### src/bcacs_pkg.sv
// Package for the bus current alarm and converter status bank.
// Assumes a byte-wide register port in the device clock domain.
package bcacs_pkg;
    localparam logic [7:0] ADDR_ALARM = 8'h09;
    localparam logic [7:0] ADDR_STATE = 8'h0A;
    localparam logic [7:0] ALARM_RESET = 8'h50;
    localparam logic [7:0] STATE_RESET = 8'h00;
    localparam int ALARM_OFF_BIT = 7;
    localparam int THERMAL_EVENT_BIT = 7;
    localparam int THERMAL_LIVE_BIT = 6;
    localparam int VOLT_LOW_BIT = 5;
    localparam int VOLT_HIGH_BIT = 4;
    localparam int SS_TIMEOUT_BIT = 3;
    localparam int ACTIVE_BIT = 2;
    localparam int FET_LIMIT_BIT = 1;
    localparam int PIN_FAULT_BIT = 0;
    // Threshold step and offset in milliamps
    localparam logic [12:0] ALARM_STEP_MA = 13'h0032;
    localparam logic [12:0] ALARM_OFFSET_MA = 13'h0032;
    // Soft-start timeout choices in microseconds, converted to clock cycles (25 MHz)
    localparam int SS_TIME_US0 = 10;
    localparam int SS_TIME_US1 = 20;
    localparam int SS_TIME_US2 = 40;
    localparam int SS_TIME_US3 = 80;
    localparam int CLK_MHZ = 25;
    localparam logic [11:0] SS_CYC0 = 12'(SS_TIME_US0 * CLK_MHZ);
    localparam logic [11:0] SS_CYC1 = 12'(SS_TIME_US1 * CLK_MHZ);
    localparam logic [11:0] SS_CYC2 = 12'(SS_TIME_US2 * CLK_MHZ);
    localparam logic [11:0] SS_CYC3 = 12'(SS_TIME_US3 * CLK_MHZ);

    typedef struct packed {
        logic thermalTrip;
        logic voltLow;
        logic voltHigh;
        logic fetLimit;
        logic pinCheckFail;
        logic switchReq;
        logic rampDone;
    } bcacs_cond_t;
endpackage

### src/bcacs_bank.sv
// Alarm level and converter state registers with event flags.
// Assumes a one-cycle read/write strobe port decoded by the serial
// management interface, and analog conditions synchronous to clk.
//
// Contract
// Alarm interrupt at threshold unless disabled
// Threshold equals field times 50mA minus 50mA
// All-zero field means zero amps
// Alarm resets to 0x50, disable clear
// Thermal event flag sets, interrupts, read-clears
// Thermal live bit follows condition
// Bit 5 shows bus voltage too low
// Bit 4 shows bus voltage too high
// Soft-start timeout stops switching, flags, interrupts
// Switching start starts timer and interrupts
// Host ramps current before timeout
// Start interrupt unmaskable, once per start
// Bit 2 shows converter switching
// FET limit flag sets, interrupts, read-clears
// Pin check failure flags when charging
// Register reset restores alarm defaults
// Reset command restores, reads zero
// Read captures before clear, keeps events
// State register ignores writes, resets zero
module bcacs_bank
    import bcacs_pkg::*;
(
    input wire logic clk,
    input wire logic rst_b,
    input wire logic clkEn,
    input wire logic regWr,
    input wire logic regRd,
    input wire logic [7:0] regAddr,
    input wire logic [7:0] regWdata,
    input wire logic regResetCmd,
    input wire logic [12:0] busCurrentMa,
    input wire bcacs_cond_t cond,
    input wire logic charge_go,
    input wire logic [1:0] ssTimeSel,
    output logic [7:0] regRdata_r,
    output logic intPulse_r,
    output logic switchEnable_r,
    output logic [12:0] alarmThresholdMa_r
);
    typedef enum {SW_IDLE, SW_RAMP, SW_RUN, SW_HALT} bcacs_sw_t;

    logic [7:0] alarm_r;
    logic [7:0] state_r;
    logic [7:0] state_nxt;
    logic [12:0] threshold;
    logic [11:0] ssCnt_r;
    logic [11:0] ssLimit;
    logic alarmHit_r;
    logic thermalPrev_r;
    logic fetPrev_r;
    logic pinPrev_r;
    logic ssTimeout;
    logic startEvent;
    logic readState;
    logic regReset;
    bcacs_sw_t sw_r;

    function automatic logic [11:0] ss_cycles(input logic [1:0] sel);
        case (sel)
            2'd0: ss_cycles = SS_CYC0;
            2'd1: ss_cycles = SS_CYC1;
            2'd2: ss_cycles = SS_CYC2;
            default: ss_cycles = SS_CYC3;
        endcase
    endfunction

    assign ssLimit = ss_cycles(ssTimeSel);
    // reset command restores
    assign regReset = regResetCmd;
    assign readState = regRd && (regAddr == ADDR_STATE);

    // decode threshold
    // zero field floor
    always_comb begin
        if (alarm_r[6:0] == 7'h00) begin
            threshold = 13'h0000;
        end else begin
            threshold = 13'(alarm_r[6:0] * ALARM_STEP_MA) - ALARM_OFFSET_MA;
        end
    end

    // alarm reset value
    // register reset default
    always_ff @(posedge clk) begin
        if (!rst_b) begin
            alarm_r <= ALARM_RESET;
        end else if (clkEn) begin
            if (regReset) begin
                alarm_r <= ALARM_RESET;
            end else if (regWr && regAddr == ADDR_ALARM) begin
                alarm_r <= regWdata;
            end
        end
    end

    always_ff @(posedge clk) begin
        if (!rst_b) begin
            alarmThresholdMa_r <= 13'h0000;
        end else if (clkEn) begin
            alarmThresholdMa_r <= threshold;
        end
    end

    // Switching sequencer with soft-start timer
    always_ff @(posedge clk) begin
        if (!rst_b) begin
            sw_r <= SW_IDLE;
            ssCnt_r <= 12'h000;
        end else if (clkEn) begin
            case (sw_r)
                SW_IDLE: begin
                    ssCnt_r <= 12'h000;
                    // start soft-start timer
                    if (cond.switchReq && !cond.thermalTrip &&
                        !cond.voltLow && !cond.voltHigh) begin
                        sw_r <= SW_RAMP;
                    end
                end
                SW_RAMP: begin
                    ssCnt_r <= ssCnt_r + 12'h001;
                    // timeout stops switching
                    if (ssTimeout) begin
                        sw_r <= SW_HALT;
                    end else if (!cond.switchReq) begin
                        sw_r <= SW_IDLE;
                    end else if (cond.rampDone) begin
                        sw_r <= SW_RUN;
                    end
                end
                SW_RUN: begin
                    if (!cond.switchReq || cond.thermalTrip) begin
                        sw_r <= SW_IDLE;
                    end
                end
                // Stay halted until the request is dropped
                SW_HALT: begin
                    if (!cond.switchReq) begin
                        sw_r <= SW_IDLE;
                    end
                end
                default: sw_r <= SW_IDLE;
            endcase
        end
    end

    // host ramp deadline
    assign ssTimeout = (sw_r == SW_RAMP) && !cond.rampDone &&
                       (ssCnt_r >= ssLimit - 12'h001);
    // once per start
    assign startEvent = (sw_r == SW_IDLE) && cond.switchReq &&
                        !cond.thermalTrip && !cond.voltLow &&
                        !cond.voltHigh;

    always_ff @(posedge clk) begin
        if (!rst_b) begin
            switchEnable_r <= 1'b0;
        end else if (clkEn) begin
            // switching indication
            switchEnable_r <= startEvent ||
                ((sw_r == SW_RAMP || sw_r == SW_RUN) && cond.switchReq &&
                 !ssTimeout &&
                 !(sw_r == SW_RUN && cond.thermalTrip));
        end
    end

    always_ff @(posedge clk) begin
        if (!rst_b) begin
            thermalPrev_r <= 1'b0;
            fetPrev_r <= 1'b0;
            pinPrev_r <= 1'b0;
        end else if (clkEn) begin
            thermalPrev_r <= cond.thermalTrip;
            fetPrev_r <= cond.fetLimit;
            pinPrev_r <= cond.pinCheckFail && charge_go;
        end
    end

    // Event flags: set wins over read-clear
    always_comb begin
        state_nxt = state_r;
        // clear after capture
        if (readState) begin
            state_nxt[THERMAL_EVENT_BIT] = 1'b0;
            state_nxt[SS_TIMEOUT_BIT] = 1'b0;
            state_nxt[FET_LIMIT_BIT] = 1'b0;
            state_nxt[PIN_FAULT_BIT] = 1'b0;
        end
        // thermal event flag
        if (cond.thermalTrip && !thermalPrev_r) begin
            state_nxt[THERMAL_EVENT_BIT] = 1'b1;
        end
        // soft-start timeout flag
        if (ssTimeout) begin
            state_nxt[SS_TIMEOUT_BIT] = 1'b1;
        end
        // FET limit flag
        if (cond.fetLimit && !fetPrev_r) begin
            state_nxt[FET_LIMIT_BIT] = 1'b1;
        end
        // pin check flag
        if (cond.pinCheckFail && charge_go && !pinPrev_r) begin
            state_nxt[PIN_FAULT_BIT] = 1'b1;
        end
        // thermal live
        state_nxt[THERMAL_LIVE_BIT] = cond.thermalTrip;
        // voltage low live
        state_nxt[VOLT_LOW_BIT] = cond.voltLow;
        // voltage high live
        state_nxt[VOLT_HIGH_BIT] = cond.voltHigh;
        state_nxt[ACTIVE_BIT] = switchEnable_r;
    end

    // no writes, zero reset
    always_ff @(posedge clk) begin
        if (!rst_b) begin
            state_r <= STATE_RESET;
        end else if (clkEn) begin
            if (regReset) begin
                state_r <= STATE_RESET;
            end else begin
                state_r <= state_nxt;
            end
        end
    end

    // capture read data
    always_ff @(posedge clk) begin
        if (!rst_b) begin
            regRdata_r <= 8'h00;
        end else if (clkEn && regRd) begin
            case (regAddr)
                ADDR_ALARM: regRdata_r <= alarm_r;
                ADDR_STATE: regRdata_r <= state_r;
                default: regRdata_r <= 8'h00;
            endcase
        end
    end

    always_ff @(posedge clk) begin
        if (!rst_b) begin
            alarmHit_r <= 1'b0;
        end else if (clkEn) begin
            alarmHit_r <= !alarm_r[ALARM_OFF_BIT] &&
                          (busCurrentMa >= threshold);
        end
    end

    // Interrupt pulse on any new event
    always_ff @(posedge clk) begin
        if (!rst_b) begin
            intPulse_r <= 1'b0;
        end else if (clkEn) begin
            intPulse_r <=
                // alarm interrupt
                (!alarm_r[ALARM_OFF_BIT] && busCurrentMa >= threshold &&
                 !alarmHit_r) ||
                (cond.thermalTrip && !thermalPrev_r) || ssTimeout ||
                // unmaskable start interrupt
                startEvent ||
                (cond.fetLimit && !fetPrev_r) ||
                (cond.pinCheckFail && charge_go && !pinPrev_r);
        end
    end
endmodule

### config.mk
export PLATFORM = sky130hd
export DESIGN_NAME = bcacs_bank
export DESIGN_NICKNAME = d
export VERILOG_FILES = /design/src/bcacs_pkg.sv /design/src/bcacs_bank.sv
export SDC_FILE = /design/constraint.sdc
export NUM_CORES = 1
export LEC_CHECK = 0
export BUFFER_PORTS_ARGS = -buffer_cell sky130_fd_sc_hd__buf_2
export CAP_MARGIN = 20
export CORE_ASPECT_RATIO = 2
export CORE_MARGIN = 3
export CORE_UTILIZATION = 50
export CTS_CLUSTER_SIZE = 28
export DETAILED_ROUTE_END_ITERATION = 16
export GPL_TIMING_DRIVEN = 0
export PLACE_DENSITY = 0.68
export SYNTH_ARGS = -nofsm -noshare
export SYNTH_HDL_FRONTEND = slang
export SYNTH_SLANG_ARGS = --single-unit
### constraint.sdc
create_clock -name clk -period 5.5 [get_ports clk]
set_clock_uncertainty 0.05 [all_clocks]
set_input_delay 0.55 -clock clk [delete_from_list [all_inputs] [get_ports clk]]
set_output_delay 0.55 -clock clk [all_outputs]
set_load 0.05 [all_outputs]
After elaboration in Yosys (flattened, before gate mapping) --
Index checks and enable logic that the tools add are counted.
Word-level totals: register bits after elaboration 87, bits in latches 0, bits in writable memories 0, memory bits (read-only) 0, output and inout port bits 23, memories kept 0
Operators by class: add/sub/neg operators 3, multipliers 1, divide/modulo/power cells 0, $lt $le $gt $ge 2, equal/unequal tests 13, shift operators 0, multiplexer cells 20, bitwise logic cells 0, reduce and logical (&&, ||, !) cells 59
Operators by type and width (number):
- $mux 32 | 6
- $pmux 32 s4 | 1
- $eq 32x2->1 const B | 3
- $logic_not 32->1 | 2
- $pmux 11 s3 | 1
- $eq 32x1->1 const B | 1
- $eq 32x3->1 const B | 1
- $mux 8 | 3
- $pmux 12 s2 | 1
- $logic_and 1x1->1 | 22
- $eq 8x4->1 const B | 2
- $pmux 8 s2 | 1
- $ge 13x13->1 | 1
- $mux 13 | 1
- $sub 13x6->13 const B | 1
- $add 12x1->12 const B | 1
- $ge 12x12->1 | 1
- $logic_not 1->1 | 12
- $mul 7x5->12 const B | 1
- $reduce_and 2->1 | 6
- $reduce_bool 3->1 | 4
- $sub 12x1->12 const B | 1
- $logic_or 1x1->1 | 8
- $logic_not 7->1 | 1
- other kinds (9) | 16

Longest topological paths before layout --
Gate-level depths: netlist of the first run.
depth in word-level cells 11, depth in mapped cells 19

Least setup slack after synthesis of the first run --
Ideal clock, no wire load.
path kind reg-to-reg, from register alarm_r[2], to register intPulse_r, library setup time 120 ps, arrival 4436 ps, slack 893 ps, cell stages (with the launch flop) 18, path buffers 0, clock period less this slack 4607 ps, path through dfxtp_1 > inv_1 > ha_1 > ha_1 > fa_1 > ha_1 > xnor2_1 > or3b_4 > or3_1 > o21ai_0 > nand3_1 > ha_1 > a21oi_1 > o21ai_0 > a2111oi_0 > a211oi_1 > a211oi_1 > nor2_1
Between the ends: word-level cells in the longest chain between the ends 11, elaborated cells on any way between the ends 12, classes of those cells add/sub (1); mul (1); order compare (1); mux (1); reduce/logical (8)
Ends and longest elaborated chain:
- from (decl) | RTL line bcacs_bank.sv:47 | logic [7:0] alarm_r;
- from (signal assigned) | RTL line bcacs_bank.sv:96 | alarm_r <= regWdata;
- $mul 7x5->12 | RTL line bcacs_bank.sv:83 | threshold = 13'(alarm_r[6:0] * ALARM_STEP_MA) - ALARM_OFFSET_MA;
- $sub 13x6->13 | RTL line bcacs_bank.sv:83
- $mux 13 (*) | RTL line bcacs_bank.sv:80 | if (alarm_r[6:0] == 7'h00) begin
- $ge 13x13->1 (*) | RTL line bcacs_bank.sv:260 | (!alarm_r[ALARM_OFF_BIT] && busCurrentMa >= threshold &&
- $logic_and 1x1->1 (*) (2 in series) | RTL line bcacs_bank.sv:260
- $logic_or 1x1->1 (*) | RTL line bcacs_bank.sv:261 | !alarmHit_r) ||
- $logic_or 1x1->1 (*) (2 in series) | RTL line bcacs_bank.sv:262 | (cond.thermalTrip && !thermalPrev_r) || ssTimeout ||
- $logic_or 1x1->1 (*) | RTL line bcacs_bank.sv:264 | startEvent ||
- $logic_or 1x1->1 (*) | RTL line bcacs_bank.sv:265 | (cond.fetLimit && !fetPrev_r) ||
- to (signal assigned) | RTL line bcacs_bank.sv:258 | intPulse_r <=
- to (decl) | RTL line bcacs_bank.sv:41 | output logic intPulse_r,
Every way passes the cells marked *; elsewhere a longest branch is shown, timed or not. A chain may end at the register's enable or synchronous reset.

Worst setup path in the final report of the first run --
from register alarm_r[1], to register intPulse_r
Same word-level chain as after synthesis.

==> results by group, run 1 <==
GRT
  • GR Overflow Total: 0
  • Aggregate global-route resource usage: 23.8%
  • Pin count of the biggest net entering global routing: 17
  • Initial antenna violation count: 0
  • First-pass GRT wire length: 17.7 mm
  • Vias in the first global route: 3,722

Floorplanning
  • Die ar.: 9370 um^2
  • Die Span Y: 134 um
  • Die W: 70.0 um
  • I/O pin count: 68
  • Cell row count: 46
  • Total core area: 7940 um^2
  • Initial Utilization: 51.5%

Pwr
  • Leakage power: 2.17 nW
  • Comb power frac: 16.6%
  • Tot Pwr: 982 uW
  • Total net switching power: 265 uW
  • Clock power share: 39.5%
  • Peak supply drop: 0.114 mV
  • P per Cell Area: 207 nW/um^2
  • Switching Fraction: 27.0%
  • Sequential share of power: 43.9%
  • Internal power: 717 uW

Timing
  • TNS Setup: 0 ps
  • F_max: 195 MHz
  • Slew headroom: 51.4%
  • Final Critical Period: 5140 ps
  • Setup Viol. Count Final: 0
  • Final Hold Fails: 0
  • Period utilization: 93.4%
  • Worst slew pin tran: 723 ps
  • RSZ-0062 raised after global routing: false
  • Max-slew violations: 0
  • Crit path setup slack, layout: 363 ps

Clock tree
  • Sink Count: 56
  • CTS tree: built
  • CTS Root Cell: clkbuf_16
  • CTS buffer count: 5
  • # Post-CTS Setup Buffers: 0
  • Post-CTS sizing: 0
  • Worst-Skew Late Latency: 300 ps
  • H-tree depth: 2
  • Clk pin slew, worst setup/hold paths: 70 ps
  • Clock Path Buffers: 2
  • Hold_buf cts: 0

Critical path
  • CP Max Fanout: 5
  • Worst EP required: 5640 ps
  • Worst Setup End Kind: register
  • CP Class: register to register
  • CP arrival: 5270 ps
  • Startpoint types: register

Detailed routing
  • Vias per cell: 5.73
  • DR WL/cell: 17.1 um
  • Pre-Repair DR Iteration Count: 5
  • Vias: 3,679
  • Final ANT Viol Nets: 0
  • Drt drc: 0
  • Final WL: 11.0 mm
  • First DRT Iteration DRCs: 143

Synth
  • Simple-Gate Fraction of Synth Area: 22.1%
  • Top-area cell type share of the netlist area: 27.4%
  • Syn_nets: 583
  • Top cells by area, synth: dfxtp_1 27%, ha_1 20%, nor2b_1 4.3%
  • Number of synthesized flops with an enable pin: 0
  • Post-synth cell types: 60
  • Synth warnings: 0
  • Mux share of post-synthesis cell area: 0.734%
  • Post-synthesis sequential area ratio: 27.4%
  • Syn_area_per_cell: 8.69 um^2
  • XOR/XNOR share of the synthesized area: 3.64%
  • #FFs+latches synth: 56
  • Post-synthesis compound-gate area fraction: 21.2%
  • Main combinational cell family by area after synthesis: simple AND/OR/NAND/NOR gates
  • Synth Area in Adders: 20.8%
  • Asr flop ratio synth: 0%
  • Synth Flop Type: dfxtp_1
  • Largest area contributor in the netlist: dfxtp_1
  • Synth Instances: 471
  • Synth Cell Area: 4090 um^2

Place
  • DP HPWL: 9.07 mm
  • Routability cong.: 0.881
  • Pre-CTS worst setup slack: 282 ps
  • Placed Cells: 633
  • Quantity of I/O buffers inserted on ports: 66

Cells and area
  • Antenna Cells: 0
  • Layout Cells excl Fill: 642
  • Nets: 657
  • Final Util: 59.6%
  • Area growth syn-to-layout: 15.6%
  • Share of layout cells above drive strength 1: 17.0%
  • Filler cells: 748

Outcome
  • Status: complete, no violations

Worst hold path
  • Worst Hold Class: register to register

Run
  • Total of max-cap violations: 0
[registers in the layout, summed over array words and instances (netlist names)]
signal / cells
state_r: 8
pinPrev_r: 1
thermalPrev_r: 1
fetPrev_r: 1
alarmHit_r: 1
alarmThresholdMa_r: 12
ssCnt_r: 12
sw_r: 2
regRdata_r: 8
switchEnable_r: 1
alarm_r: 8
intPulse_r: 1
[layout by cell type, fill, tap and decap left out, types with 12 or more instances in the layout]
cell,count
nand2_1,44
o21ai_0,22
buf_2,68
nor2b_1,28
clkbuf_1,12
inv_1,25
a22oi_1,20
ha_1,65
dfxtp_1,55
nor2_1,21
nand3_1,17
a21oi_1,20
[routing by layer]
metal / part of all wire [%] / global-route usage (%)
met1: 34 / 21.6
met2: 60 / 48.9
met3: 2.5 / 2.70
met4: 4.3 / 12.3
met5: 0 / 0
[logic make-up (layout without fill, tap and decap cells)]
family          Yosys count  in the layout
mux                       3              3
flops                    56             56
xor+xnor                 17             17
fa+ha+maj                67             67
other cells               1              1
buf+inv                  41            116
simple gates            164            164
compound gates          122            122
[stage by stage]
step	instance area (um^2)	hold WS, ps
6_report	4730	433
3_3_place_gp	4540	411
2_1_floorplan	4090	394
3_5_place_dp	4540	424
5_1_grt	4730	455
4_1_cts	4730	435
[layout make-up]
class	instances	area [um^2]	area share (%)
inverters	25	93.8	1.98
flip-flops and latches	56	1120	23.7
well taps	96	120	2.54
clock buffers	7	153	3.23
plain buffers	16	68.8	1.45
multi-input cells	374	2810	59.4
clock inverters	1	30.0	0.635
repair buffers	67	335	7.09
[final timing paths]
check                                                   startpoint                                  to  slack (ps)  cells past startpoint
worst max-delay path                       alarm_r[1]$_SDFFE_PN0P_             intPulse_r$_SDFFE_PN0P_         360                     19
worst min-delay path            alarmThresholdMa_r[3]$_SDFFE_PN0P_  alarmThresholdMa_r[3]$_SDFFE_PN0P_         430                      2
worst max register to register             alarm_r[1]$_SDFFE_PN0P_             intPulse_r$_SDFFE_PN0P_         360                     19
worst min register to register  alarmThresholdMa_r[3]$_SDFFE_PN0P_  alarmThresholdMa_r[3]$_SDFFE_PN0P_         430                      2
[critical path, stage by stage (launching register included)]
cell and delay [ps]:
dfxtp_1 450, inv_1 140, ha_1 330, ha_1 290
ha_1 310, inv_1 60, fa_1 450, nand2b_1 190
a21o_1 170, a311oi_2 490, nand3_1 170, o21ai_0 180
nand3_1 110, ha_1 340, a21oi_1 150, o21ai_0 150
a2111oi_0 410, a211oi_1 180, a211oi_1 320, nor2_1 80
[power groups by stage]
stage	logic (mW)	registers [mW]	clock network (mW)
2_1_floorplan	0.0757	0.470	0
3_3_place_gp	0.158	0.440	0
3_5_place_dp	0.162	0.440	0
4_1_cts	0.162	0.431	0.395
5_1_grt	0.178	0.433	0.407
6_report	0.163	0.431	0.388
[cells in the mapped netlist (all sizes together), types with 2 or more instances]
cell type and n:
or2 3, nand2b 6, inv 25, a21o 7
dfxtp 56, nor4 4, a311o 2, nand3 17
o22ai 2, nor2 21, xnor2 9, nand4 5
a21boi 10, nor3 6, xor2 8, nand4b 2
or3 7, a2111oi 2, clkbuf 12, mux2i 3
a211oi 9, nand2 44, o211ai 3, o211a 9
a41oi 2, buf 4, and3 6, a211o 3
and2 7, ha 65, fa 2, o21ai 23
a21oi 20, a22oi 20, o21a 3, nor2b 28
Power figures use the tool's default switching activity.
==> inputs of run 2 (changes only) <==
BUFFER_PORTS_ARGS = default   (was -buffer_cell sky130_fd_sc_hd__buf_2)
CORE_MARGIN = 5   (was 3)
DONT_BUFFER_PORTS = 1   (was default)
PLACE_DENSITY = 0.61   (was 0.68)
==> run 2 against run 1 <==
Largest power group unchanged. Sequential share of layout area increased by 1.9 points. Worst setup slack gained 110 ps. Global-route usage is 1.7 points lower. Count of clock-buffer cells in the layout is 2 lower. Final area shrank 7.5%. Core utilization down 4.5 points. Hold slack got worse by 87 ps. Clock power fell by 19%.
==> results by group, run 2 (synthesis gave the netlist of run 1 again) <==
Pwr
  • Peak supply drop: 0.111 mV (was 0.114 mV)
  • Tot Pwr: 879 uW (was 982 uW)
  • P per Cell Area: 201 nW/um^2 (was 207 nW/um^2)
  • Leakage power: 1.87 nW (was 2.17 nW)

Floorplanning
  • Die Span Y: 138 um (was 134 um)
  • Cell row count: 46 (unchanged)
  • Die ar.: 10,200 um^2 (was 9370 um^2)
  • Die W: 74.0 um (was 70.0 um)
  • Total core area: 7940 um^2 (unchanged)
  • Initial Utilization: 51.5% (unchanged)
  • I/O pin count: 68 (unchanged)

Critical path
  • R2r setup slk: 470 ps (was 360 ps)
  • CP Class: register to register (unchanged)
  • CP Launch Point: alarm_r[3]$_SDFFE_PN0P_ (was alarm_r[1]$_SDFFE_PN0P_)
  • Worst flop-to-flop path endpoint: intPulse_r$_SDFFE_PN0P_ (unchanged)
  • CP arrival: 5160 ps (was 5270 ps)
  • CP Max Fanout: 6 (was 5)
  • Worst Setup End Kind: register (unchanged)
  • Reg2reg path depth: 17 (was 19)
  • Startpoint types: register (unchanged)
  • Worst EP required: 5630 ps (was 5640 ps)
  • Reg-to-reg critical path startpoint: alarm_r[3]$_SDFFE_PN0P_ (was alarm_r[1]$_SDFFE_PN0P_)

Clock tree
  • Sink Count: 56 (unchanged)
  • Worst-Skew Late Latency: 300 ps (about the same)
  • Clock Path Buffers: 2 (unchanged)
  • H-tree depth: 2 (unchanged)
  • CTS tree: built (unchanged)
  • CTS buffer count: 5 (unchanged)
  • Clk pin slew, worst setup/hold paths: 70 ps (about the same)
  • CTS Root Cell: clkbuf_16 (unchanged)
  • # Post-CTS Setup Buffers: 0 (unchanged)

Timing
  • Setup Viol. Count Final: 0 (unchanged)
  • RSZ-0062 raised after global routing: false (unchanged)
  • F_max: 199 MHz (was 195 MHz)
  • Max-slew violations: 0 (unchanged)
  • Period utilization: 91.5% (was 93.4%)
  • Final Hold Fails: 0 (unchanged)
  • Worst slew pin tran: 759 ps (was 723 ps)
  • TNS Setup: 0 ps (unchanged)
  • Final Critical Period: 5030 ps (was 5140 ps)
  • WHS: 346 ps (was 433 ps)
  • Slew headroom: 48.9% (was 51.4%)

Detailed routing
  • Vias per cell: 5.98 (was 5.73)
  • Drt drc: 0 (unchanged)
  • DR WL/cell: 18.7 um (was 17.1 um)
  • Pre-Repair DR Iteration Count: 4 (was 5)
  • First DRT Iteration DRCs: 178 (was 143)
  • Final WL: 10.8 mm (was 11.0 mm)
  • Final ANT Viol Nets: 0 (unchanged)
  • Vias: 3,445 (was 3,679)

Cells and area
  • Area growth syn-to-layout: 6.94% (was 15.6%)
  • Layout Cells excl Fill: 576 (was 642)
  • Biggest registers after layout: alarmThresholdMa_r: 12 flops, ssCnt_r: 12 flops (unchanged)
  • Most frequent cells in the layout: 65 x ha_1, 55 x dfxtp_1, 44 x nand2_1 (was 68 x buf_2, 65 x ha_1, 55 x dfxtp_1)
  • Share of layout cells above drive strength 1: 5.63% (was 17.0%)
  • Nets: 591 (was 657)
  • Most common cell after layout, fill and taps aside: ha_1 (was buf_2)
  • Antenna Cells: 0 (unchanged)

Outcome
  • Status: complete, no violations (unchanged)

GRT
  • Aggregate global-route resource usage: 22.1% (was 23.8%)
  • First-pass GRT wire length: 17.1 mm (was 17.7 mm)
  • GR Overflow Total: 0 (unchanged)
  • Initial antenna violation count: 0 (unchanged)
  • Vias in the first global route: 3,577 (was 3,722)
  • Pin count of the biggest net entering global routing: 18 (was 17)

Worst hold path
  • Hold Path End: alarm_r[6]$_SDFFE_PN1P_ (was alarmThresholdMa_r[3]$_SDFFE_PN0P_)
  • Hold depth: 2 (unchanged)
  • Hold_sp: regWdata[6] (was alarmThresholdMa_r[3]$_SDFFE_PN0P_)
  • Worst Hold Class: primary input to register (was register to register)

Place
  • Routability cong.: 0.878 (was 0.881)
  • DP HPWL: 9.04 mm (was 9.07 mm)
  • Quantity of I/O buffers inserted on ports: 0 (was 66)
  • Placed Cells: 568 (was 633)

Run
  • Total of max-cap violations: 0 (unchanged)
[run 2: cell types whose count changed in the layout (fill, tap and decap cells not counted)]
cell / previous run / this run
a2111oi_0: 2 / 0
a2111oi_1: 0 / 2
a311oi_2: 1 / 0
a311oi_4: 0 / 1
buf_2: 68 / 2
bufinv_16: 1 / 0
clkbuf_8: 2 / 0
clkinv_2: 0 / 2
clkinv_4: 0 / 1
[run 2: layout make-up]
class / instances / area [um^2]
inverter: 25 / 93.8
timing repair buffer: 1 / 5.00
clock inverter: 3 / 18.8
tap: 96 / 120
clock buffer: 5 / 125
multi-input combinational: 374 / 2820
buffer: 16 / 68.8
sequential: 56 / 1120
fill: 768 / 3570
[run 2: metal layers]
metal  share of wire, %  vias to the layer above  track usage [%]
li1                   -                     1724                -
met2                 62                       60             46.4
met5                  0                        -                0
met1                 32                     1646             19.0
met4                2.4                        0             8.27
met3                4.0                       15             3.99
[run 2: worst max-delay path by stage]
stage                                    endpoint  slack (ps)  cells past startpoint
after floorplan           intPulse_r$_SDFFE_PN0P_         890                     17
after global routing      intPulse_r$_SDFFE_PN0P_         100                     18
after CTS                 intPulse_r$_SDFFE_PN0P_         360                     17
after global placement    intPulse_r$_SDFFE_PN0P_         410                     17
after detailed placement  intPulse_r$_SDFFE_PN0P_         360                     17
final                     intPulse_r$_SDFFE_PN0P_         470                     17
[run 2: critical path, cell delays in order (launching register included)]
cell and delay, ps:
dfxtp_1 500, inv_1 80, ha_1 280, ha_1 320
fa_1 460, ha_1 380, xnor2_1 200, or3b_4 410
or3_1 400, o21ai_0 200, nand3_1 110, ha_1 340
a21oi_1 160, o21ai_0 130, a2111oi_1 390, a211oi_1 170
a211oi_1 290, nor2_1 80
[run 2: where the power goes]
part | internal (mW) | switching, mW
sequential | 0.421 | 0.0444
clock | 0.168 | 0.147
combinational | 0.0393 | 0.0596
total | 0.628 | 0.251
[run 2: metrics by stage]
stage	area [um^2]	util [%]	worst slack (ps)
5_1_grt	4380	55.1	104
3_3_place_gp	4210	53.0	410
4_1_cts	4360	54.9	355
3_5_place_dp	4220	53.1	362
2_1_floorplan	4090	-	893
6_report	4380	55.1	470
[run 2: timing repair]
action                                 in CTS  in global routing
hold buffers                                0                  0
endpoints found under the hold margin       0                  0
resized for setup                           0                  4
setup endpoints to repair                   0                  1
